`config.mk`:
```
export PLATFORM = sky130hd
export DESIGN_NAME = status_alert_top
export DESIGN_NICKNAME = d
export VERILOG_FILES = /design/src/rtl/status_alert_pkg.sv /design/src/rtl/latch_if.sv /design/src/rtl/status_latch_bank.sv /design/src/rtl/status_alert_top.sv
export SDC_FILE = /design/constraint.sdc
export NUM_CORES = 1
export LEC_CHECK = 0
export BUFFER_PORTS_ARGS = -buffer_cell sky130_fd_sc_hd__buf_2
export CAP_MARGIN = 5
export CORE_MARGIN = 1
export CORE_UTILIZATION = 50
export DETAILED_ROUTE_END_ITERATION = 10
export GPL_ROUTABILITY_DRIVEN = 0
export GPL_TIMING_DRIVEN = 0
export PLACE_DENSITY = 0.72
export SLEW_MARGIN = 20
export SYNTH_ARGS = -nofsm -noshare
export SYNTH_HDL_FRONTEND = slang
export SYNTH_SLANG_ARGS = --single-unit
```
`constraint.sdc`:
```
create_clock -name CLK_IN -period 4.83 [get_ports CLK_IN]
set_input_delay 0.966 -clock CLK_IN [delete_from_list [all_inputs] [get_ports CLK_IN]]
set_output_delay 0.966 -clock CLK_IN [all_outputs]
set_load 0.005 [all_outputs]
```
`src/rtl/status_alert_pkg.sv`:
```
// constants for the status latch and alert block
package status_alert_pkg;
   // ************************************************
   // register map
   // ************************************************
   localparam int ADDR_W = 4;
   localparam int DATA_W = 16;
   localparam int GRP_W = 8;
   localparam int NUM_GRP = 4;
   localparam logic [ADDR_W-1:0] ADDR_STAT_VOUT = 4'h0;
   localparam logic [ADDR_W-1:0] ADDR_STAT_IOUT = 4'h1;
   localparam logic [ADDR_W-1:0] ADDR_STAT_TEMP = 4'h2;
   localparam logic [ADDR_W-1:0] ADDR_STAT_CML = 4'h3;
   localparam logic [ADDR_W-1:0] ADDR_MASK_BASE = 4'h4;
   localparam logic [ADDR_W-1:0] ADDR_SUM_BYTE = 4'h8;
   localparam logic [ADDR_W-1:0] ADDR_SUM_WORD = 4'h9;
   // ************************************************
   // reset values
   // ************************************************
   localparam logic [GRP_W-1:0] MASK_RST = 8'h00;
   localparam logic [DATA_W-1:0] RDATA_RST = 16'h0000;
   localparam logic [DATA_W-1:0] UNMAPPED_RD = 16'h0000;
   // ************************************************
   // summary word bit positions
   // ************************************************
   localparam int SUM_CML = 1;
   localparam int SUM_TEMP = 2;
   localparam int SUM_IOUT_OC = 4;
   localparam int SUM_VOUT_OV = 5;
   localparam int SUM_OFF = 6;
   localparam int SUM_PGOOD_N = 11;
   localparam int SUM_IOUT = 14;
   localparam int SUM_VOUT = 15;
   localparam int GRP_FAULT_BIT = 7;
   localparam int GRP_VOUT = 0;
   localparam int GRP_IOUT = 1;
   localparam int GRP_TEMP = 2;
   localparam int GRP_CML = 3;
   localparam int PIN_SYNC_STAGES = 3;
endpackage

```
`src/rtl/latch_if.sv`:
```
// carrier between the alert logic and its latch bank
`timescale 1ns/1ps
interface latch_if #(parameter int W = 32) ();
   logic [W-1:0] evt;
   logic [W-1:0] clr;
   logic [W-1:0] latch;
   logic [W-1:0] req;
   modport bank (input evt, input clr, output latch, output req);
   modport ctrl (output evt, output clr, input latch, input req);
endinterface

```
`src/rtl/status_latch_bank.sv`:
```
// bank of set-dominant event latches
`timescale 1ns/1ps
module status_latch_bank #(
   parameter int W = 32
) (
   input wire logic clk,
   input wire logic rst,
   latch_if.bank lif
);
   logic [W-1:0] latch_reg;
   logic [W-1:0] latch_next;

   if (W < 1) begin : width_check
      $error("latch bank width must be at least one");
   end

   // clear is only a pulse; a live detector wins and re-sets at once
   always_comb begin
      latch_next = (latch_reg & ~lif.clr) | lif.evt; // RL6 RL12 RL4
   end

   always_ff @(posedge clk or posedge rst) begin
      if (rst) begin
         latch_reg <= '0;
      end else begin
         latch_reg <= latch_next;
      end
   end

   assign lif.latch = latch_reg;
   // new set, or a clear that the live condition defeats
   assign lif.req = lif.evt & (~latch_reg | lif.clr); // RL5 RL8
endmodule

```
`src/rtl/status_alert_top.sv`:
```
// status latches, summary bits and the shared alert output
//
// Notes on behaviour
// RL1 - each of the VOUT, IOUT, TEMP and CML summary bits is the OR of its group of latches
// RL2 - summary bit falls with the last contributing latch, same cycle
// RL3 - off and power-good-negated bits follow live state, never latched
// RL4 - clearing a bit whose condition persists sets it again at once
// RL5 - such a clear re-raises the alert unless that bit is masked
// RL6 - each detected event sets its own latch, seen as a status bit
// RL7 - a set mask bit keeps its latch away from the alert
// RL8 - a rising unmasked latch drives the alert output low
// RL9 - alert holds low until cleared; a successful alert reply releases it
// RL10 - a clear-faults command releases the alert
// RL11 - writing a one to a status bit resets the latch behind it
// RL12 - clears are pulses; a live detector re-sets the latch immediately
// RL13 - latches stay set until cleared, clear-faults or off-then-on
// RL14 - status write clears bits at one positions only; summaries excluded
// RL15 - all unmasked latch edges merge into one alert request
// RL16 - reads return latches without clearing them or touching the alert
`timescale 1ns/1ps
module status_alert_top #(
   parameter int NUM_GRP = status_alert_pkg::NUM_GRP
) (
   // clock and reset
   input wire logic CLK_IN,
   input wire logic SYS_RST_IN,
   // register port
   input wire logic [status_alert_pkg::ADDR_W-1:0] REG_ADDR_IN,
   input wire logic [status_alert_pkg::DATA_W-1:0] REG_WDATA_IN,
   input wire logic REG_WR_IN,
   input wire logic REG_RD_IN,
   output logic [status_alert_pkg::DATA_W-1:0] REG_RDATA_OUT,
   // event detectors and device state
   input wire logic [NUM_GRP*status_alert_pkg::GRP_W-1:0] EVENT_IN,
   input wire logic OUTPUT_ON_IN,
   input wire logic PGOOD_PIN_IN,
   // bus engine pulses
   input wire logic CLEAR_FAULTS_IN,
   input wire logic ARA_DONE_IN,
   // open-drain alert pin
   output logic ALERT_N_OUT,
   output logic ALERT_N_OE_OUT
);
   localparam int GW = status_alert_pkg::GRP_W;
   localparam int LW = NUM_GRP * GW;
   localparam int SN = status_alert_pkg::PIN_SYNC_STAGES;

   // the summary and read wiring are fixed to the default group count
   if (NUM_GRP != status_alert_pkg::NUM_GRP) begin : grp_count_check
      $error("summary wiring serves only the default group count");
   end

   // ************************************************
   // address decoding
   // ************************************************
   function automatic logic is_stat(input logic [status_alert_pkg::ADDR_W-1:0] a);
      is_stat = (a < status_alert_pkg::ADDR_MASK_BASE);
   endfunction

   function automatic logic is_mask(input logic [status_alert_pkg::ADDR_W-1:0] a);
      is_mask = (a >= status_alert_pkg::ADDR_MASK_BASE) &&
         (a < status_alert_pkg::ADDR_SUM_BYTE);
   endfunction

   // ************************************************
   // power-good synchroniser and on-state edge
   // ************************************************
   logic [SN-1:0] pg_sync_reg;
   logic [SN-1:0] pg_sync_next;
   logic pgood_reg;
   logic pgood_next;
   logic on_prev_reg;
   logic on_prev_next;
   logic on_rise;

   always_comb begin
      pg_sync_next = {pg_sync_reg[SN-2:0], PGOOD_PIN_IN};
      pgood_next = pgood_reg;
      // only a level seen by the last two stages alike is taken
      if (pg_sync_reg[SN-1] == pg_sync_reg[SN-2]) begin
         pgood_next = pg_sync_reg[SN-1];
      end
      on_prev_next = OUTPUT_ON_IN;
   end

   always_ff @(posedge CLK_IN or posedge SYS_RST_IN) begin
      if (SYS_RST_IN) begin
         pg_sync_reg <= '0;
         pgood_reg <= 1'b0;
         on_prev_reg <= 1'b0;
      end else begin
         pg_sync_reg <= pg_sync_next;
         pgood_reg <= pgood_next;
         on_prev_reg <= on_prev_next;
      end
   end

   // output turned back on after being off
   assign on_rise = OUTPUT_ON_IN & ~on_prev_reg; // RL13

   // ************************************************
   // latch bank and clear pulses
   // ************************************************
   latch_if #(.W(LW)) lif ();
   logic clear_all;
   logic [LW-1:0] mask_flat;
   logic [LW-1:0] gated_req;

   assign clear_all = CLEAR_FAULTS_IN | on_rise; // RL13 RL10
   assign lif.evt = EVENT_IN; // RL6

   genvar g;
   generate
      for (g = 0; g < NUM_GRP; g++) begin : grp
         logic hit;
         assign hit = REG_WR_IN && is_stat(REG_ADDR_IN) &&
            (REG_ADDR_IN == status_alert_pkg::ADDR_W'(g));
         // one positions clear, zero positions stay; summaries never hit
         assign lif.clr[g*GW +: GW] = clear_all ? {GW{1'b1}} :
            (hit ? REG_WDATA_IN[GW-1:0] : {GW{1'b0}}); // RL11 RL14
      end
   endgenerate

   status_latch_bank #(.W(LW)) bank (
      .clk(CLK_IN),
      .rst(SYS_RST_IN),
      .lif(lif)
   );

   // ************************************************
   // alert mask registers
   // ************************************************
   logic [GW-1:0] mask_reg [NUM_GRP];
   logic [GW-1:0] mask_next [NUM_GRP];

   always_comb begin
      for (int i = 0; i < NUM_GRP; i++) begin
         mask_next[i] = mask_reg[i];
         if (REG_WR_IN && is_mask(REG_ADDR_IN) &&
            (REG_ADDR_IN == status_alert_pkg::ADDR_W'(i) + status_alert_pkg::ADDR_MASK_BASE)) begin
            mask_next[i] = REG_WDATA_IN[GW-1:0];
         end
      end
   end

   always_ff @(posedge CLK_IN or posedge SYS_RST_IN) begin
      if (SYS_RST_IN) begin
         for (int i = 0; i < NUM_GRP; i++) begin
            mask_reg[i] <= status_alert_pkg::MASK_RST;
         end
      end else begin
         mask_reg <= mask_next;
      end
   end

   generate
      for (g = 0; g < NUM_GRP; g++) begin : mflat
         assign mask_flat[g*GW +: GW] = mask_reg[g];
      end
   endgenerate

   assign gated_req = lif.req & ~mask_flat; // RL7

   // ************************************************
   // alert latch
   // ************************************************
   logic alert_reg;
   logic alert_next;
   logic alert_set;

   assign alert_set = |gated_req; // RL15

   always_comb begin
      alert_next = alert_reg;
      // a fresh edge in the releasing cycle keeps the pin low
      if (alert_set) begin
         alert_next = 1'b1; // RL8 RL5
      end else if (ARA_DONE_IN || CLEAR_FAULTS_IN) begin
         alert_next = 1'b0; // RL9 RL10
      end
   end

   always_ff @(posedge CLK_IN or posedge SYS_RST_IN) begin
      if (SYS_RST_IN) begin
         alert_reg <= 1'b0;
      end else begin
         alert_reg <= alert_next;
      end
   end

   // open drain: drive low only while asserted
   assign ALERT_N_OUT = 1'b0;
   assign ALERT_N_OE_OUT = alert_reg;

   // ************************************************
   // summary bits
   // ************************************************
   logic [status_alert_pkg::DATA_W-1:0] sum_word;
   logic [GW-1:0] grp_v;
   logic [GW-1:0] grp_i;
   logic [GW-1:0] grp_t;
   logic [GW-1:0] grp_c;

   assign grp_v = lif.latch[status_alert_pkg::GRP_VOUT*GW +: GW];
   assign grp_i = lif.latch[status_alert_pkg::GRP_IOUT*GW +: GW];
   assign grp_t = lif.latch[status_alert_pkg::GRP_TEMP*GW +: GW];
   assign grp_c = lif.latch[status_alert_pkg::GRP_CML*GW +: GW];

   // pure OR of live latches, so bits fall with the last one; off and power-good bits are live state
   always_comb begin
      sum_word = '0;
      sum_word[status_alert_pkg::SUM_CML] = |grp_c; // RL1 RL2
      sum_word[status_alert_pkg::SUM_TEMP] = |grp_t; // RL1
      sum_word[status_alert_pkg::SUM_IOUT_OC] = grp_i[status_alert_pkg::GRP_FAULT_BIT];
      sum_word[status_alert_pkg::SUM_VOUT_OV] = grp_v[status_alert_pkg::GRP_FAULT_BIT];
      sum_word[status_alert_pkg::SUM_OFF] = ~OUTPUT_ON_IN; // RL3
      sum_word[status_alert_pkg::SUM_PGOOD_N] = ~pgood_reg; // RL3
      sum_word[status_alert_pkg::SUM_IOUT] = |grp_i; // RL1
      sum_word[status_alert_pkg::SUM_VOUT] = |grp_v; // RL1 RL2
   end

   // ************************************************
   // read port
   // ************************************************
   logic [status_alert_pkg::DATA_W-1:0] rdata_reg;
   logic [status_alert_pkg::DATA_W-1:0] rdata_next;

   // reads only select; no latch or alert state moves on a read
   always_comb begin
      rdata_next = rdata_reg;
      if (REG_RD_IN) begin
         if (is_stat(REG_ADDR_IN)) begin
            rdata_next = {{(status_alert_pkg::DATA_W-GW){1'b0}},
               lif.latch[REG_ADDR_IN[1:0]*GW +: GW]}; // RL16
         end else if (is_mask(REG_ADDR_IN)) begin
            rdata_next = {{(status_alert_pkg::DATA_W-GW){1'b0}},
               mask_reg[REG_ADDR_IN[1:0]]};
         end else if (REG_ADDR_IN == status_alert_pkg::ADDR_SUM_BYTE) begin
            rdata_next = {{(status_alert_pkg::DATA_W-GW){1'b0}}, sum_word[GW-1:0]};
         end else if (REG_ADDR_IN == status_alert_pkg::ADDR_SUM_WORD) begin
            rdata_next = sum_word;
         end else begin
            rdata_next = status_alert_pkg::UNMAPPED_RD;
         end
      end
   end

   always_ff @(posedge CLK_IN or posedge SYS_RST_IN) begin
      if (SYS_RST_IN) begin
         rdata_reg <= status_alert_pkg::RDATA_RST;
      end else begin
         rdata_reg <= rdata_next;
      end
   end

   assign REG_RDATA_OUT = rdata_reg;
endmodule

```
==> run_results.csv <==
group,metric,value,unit
die,die_h,96.39,um
synthesis,syn_avg_cell_area,10.43,sq um
critical_path,reg2regPathDepth,7,
synthesis,synth_top_area_cell,"dfrtp_1",
timing,layout_setup_ws,1895,ps
timing,slew-limit-headroom,19.02,%
power,p_int,1.265,mW
timing,final.setup.tns,0,ps
detailed_routing,drt_wl_total,13540,um
clocking,cts_setup_buffers,0,
critical_path,worstReg2RegEnd,"ALERT_N_OE_OUT$_DFFE_PP0P_",
power,p_leak,2.216,nW
timing,worstMarginPinSlew,1205,ps
placement,portBuffers,56,
power,pwr-share-seq,47.6,%
synthesis,ys_types,50,
layout,nets,560,
synthesis,yosys_warnings,0,
critical_path,ff2ff_setup_slack,2430,ps
outcome,run_status,"completed",
power,p_per_area,348.5,mW/mm^2
timing,fmaxAchievable,0.3407,GHz
placement,dpl_cell_area,0.004911,sq mm
synthesis,ys_ff_latch,81,
timing,hold_viol,0,
critical_path,critPathRequiredTime,5130,ps
clocking,clk_pin_slew,80,ps
timing,min_period,2935,ps
global_route,grt_antenna_before_repair,0,
power,finalPower,1.789,mW
global_route,grt_pass1_wl,20920,um
timing,setup_violations,0,
die,core,0.008678,sq mm
power,p_comb_share,21.5,%
timing,holdWs,360.0,ps
critical_path,r2r-start,"on_prev_reg$_DFF_PP0_",
timing,report.final.slew_viol_count,0,
timing,finalCritPeriodShare,60.77,%
synthesis,synth_top_area_share,45.51,%
global_route,grt_pass1_vias,3851,
layout,diodes,0,
die,core.rowCount,34,
synthesis,netlist_area,0.004454,sq mm
detailed_routing,routedWlPerCell,22.09,um
clocking,clockBufferDepth,2,
critical_path,end_kind,"register",
layout,layout.cells.non_filler,613,
detailed_routing,via_count,3984,
power,netSwitchingFraction,29.30,%
critical_path,path_class,"in2reg",
clocking,cts_buffers,9,
hold_path,hold_path_class,"reg2reg",
power,clkPwrFrac,31.0,%
die,dieArea,0.009290,sq mm
critical_path,startpoint_type,"primary input",
clocking,clock-root-buffer,"clkbuf_8",
layout,utilization,59.16,%
clocking,cts_resized,0,
clocking,h-tree-depth,3,
layout,area_delta_synth_final,15.25,%
critical_path,cp-endpoint,"ALERT_N_OE_OUT$_DFFE_PP0P_",
global_route,grt_max_degree,44,
synthesis,syn_inst,427,
critical_path,crit_fanout,10,
clocking,clock_latency,360,ps
clocking,cts_tree,"built",
detailed_routing,vias_per_cell,6.499,
clocking,cts.sinks,81,
layout,final_layout_size_suffix_gt1_share,33.07,%
placement,place_ws,1662,ps
die,die_w,96.39,um
synthesis,ys_async_sr_fraction,100.0,%
die,ioPinCount,78,
placement,dpl.cell_count,597,
detailed_routing,drt_iter0_drc,473,
detailed_routing,drt_pass1_iterations,6,
synthesis,ys.flop_type,"dfrtp_1",
detailed_routing,ant_nets,0,
clocking,cts_hold_buf,0,
critical_path,setup.worst_path.start,"REG_ADDR_IN[2]",
global_route,overflow,0,
layout,nFillCells,763,
timing,rsz0062_at_grt,"no",
run,cap_violations,0,
synthesis,ys_seq_area_share,45.51,%
critical_path,arrival,3240,ps
placement,dp_hpwl,9974,um
synthesis,synth_edf_count,0,
die,start_util,51.33,%
synthesis,yosys-top-cells-area,"dfrtp_1 46%, mux4_2 7.1%, mux2_2 6.6%",
detailed_routing,drcViolationCount,0,
power,ir_worst_vdd,0.1942,mV
timing,skew,12.91,ps
power,switchingPower,524.1,uW
layout,fin_area,0.005134,sq mm
global_route,grt_usage,31.42,%
## synth_stat cells, drive strengths merged (2+ instances only)
| cell | count |
|---|---|
| a31oi | 4 |
| or2 | 5 |
| buf | 17 |
| nor4 | 10 |
| or3b | 2 |
| nand2b | 24 |
| nor2 | 23 |
| o22ai | 10 |
| mux2 | 26 |
| mux4 | 16 |
| a22o | 2 |
| nand2 | 44 |
| o21ai | 14 |
| or2b | 5 |
| clkbuf | 13 |
| a21oi | 34 |
| a31o | 24 |
| nand3b | 5 |
| mux2i | 9 |
| nand3 | 3 |
| or4 | 3 |
| inv | 17 |
| o211ai | 2 |
| nor3 | 4 |
| a22oi | 3 |
| nand4 | 4 |
| dfrtp | 81 |
| nor2b | 7 |
## area by class of cell
class,instances,area [sq um],area share [%]
timing repair buffer,57,300.3,5.849
sequential,81,2027,39.48
tap,108,135.1,2.632
clock inverter,5,78.83,1.535
buffer,30,156.4,3.047
clock buffer,11,141.4,2.754
multi-input combinational,304,2228,43.41
inverter,17,66.31,1.292
## critical path: stages
cell	delay, ps
buf_2	110
or3b_1	400
buf_2	210
nor3_1	930
nand2_1	170
o211a_1	270
nand4_1	60
or4_1	110
## routing by layer
layer | vias up | global-route usage [%] | share of wire (%)
met1 | 1903 | 42.29 | 39
met3 | 72 | 7.903 | 12
met5 | - | 0 | 0
met4 | 0 | 16.30 | 4.8
li1 | 1700 | - | -
met2 | 309 | 47.10 | 44
## cells by family after synthesis
logic type	after synthesis	share of synthesized area, %
flip-flops	81	45.51
other	1	0.08419
adder cells (fa/ha/maj)	1	0.2247
AND/OR/NAND/NOR	143	16.99
multiplexers	51	16.85
AO/OA/AOI/OAI	103	15.39
buffers and inverters	47	4.944
## power by group through the flow
stage          Clock (mW)  Sequential, mW  Combinational [mW]
2_1_floorplan           0           0.829               0.267
3_3_place_gp            0           0.855               0.364
3_5_place_dp            0           0.860               0.374
4_1_cts             0.558           0.847               0.378
5_1_grt             0.594           0.861               0.415
6_report            0.554           0.851               0.384
## placed cells by master (no fill, tap or decap), types with 3 or more instances in the layout
cell,count
a21oi_1,34
a22oi_1,3
a31o_2,24
a31oi_1,4
buf_1,4
buf_2,62
buf_4,7
clkbuf_1,13
clkbuf_8,11
conb_1,6
dfrtp_1,81
inv_1,16
mux2_2,26
mux2i_1,9
mux4_2,14
nand2_1,44
nand2b_1,22
nand3_1,3
nand3b_1,5
nand4_1,4
nor2_1,22
nor2b_1,7
nor3_1,4
nor4_1,10
o21ai_0,14
o22ai_1,10
or2_2,5
or2b_2,5
or4_1,3
## worst min path at each step
stage	slack, ps	end	start	cells after the start
floorplan	330	pg_sync_reg[1]$_DFF_PP0_	pg_sync_reg[0]$_DFF_PP0_	0
global placement	340	pg_sync_reg[1]$_DFF_PP0_	pg_sync_reg[0]$_DFF_PP0_	0
detailed placement	350	pg_sync_reg[1]$_DFF_PP0_	pg_sync_reg[0]$_DFF_PP0_	0
CTS	370	pg_sync_reg[1]$_DFF_PP0_	pg_sync_reg[0]$_DFF_PP0_	0
global route	380	pg_sync_reg[1]$_DFF_PP0_	pg_sync_reg[0]$_DFF_PP0_	0
finish	360	pg_sync_reg[1]$_DFF_PP0_	pg_sync_reg[0]$_DFF_PP0_	0
Power figures use the tool's default switching activity.
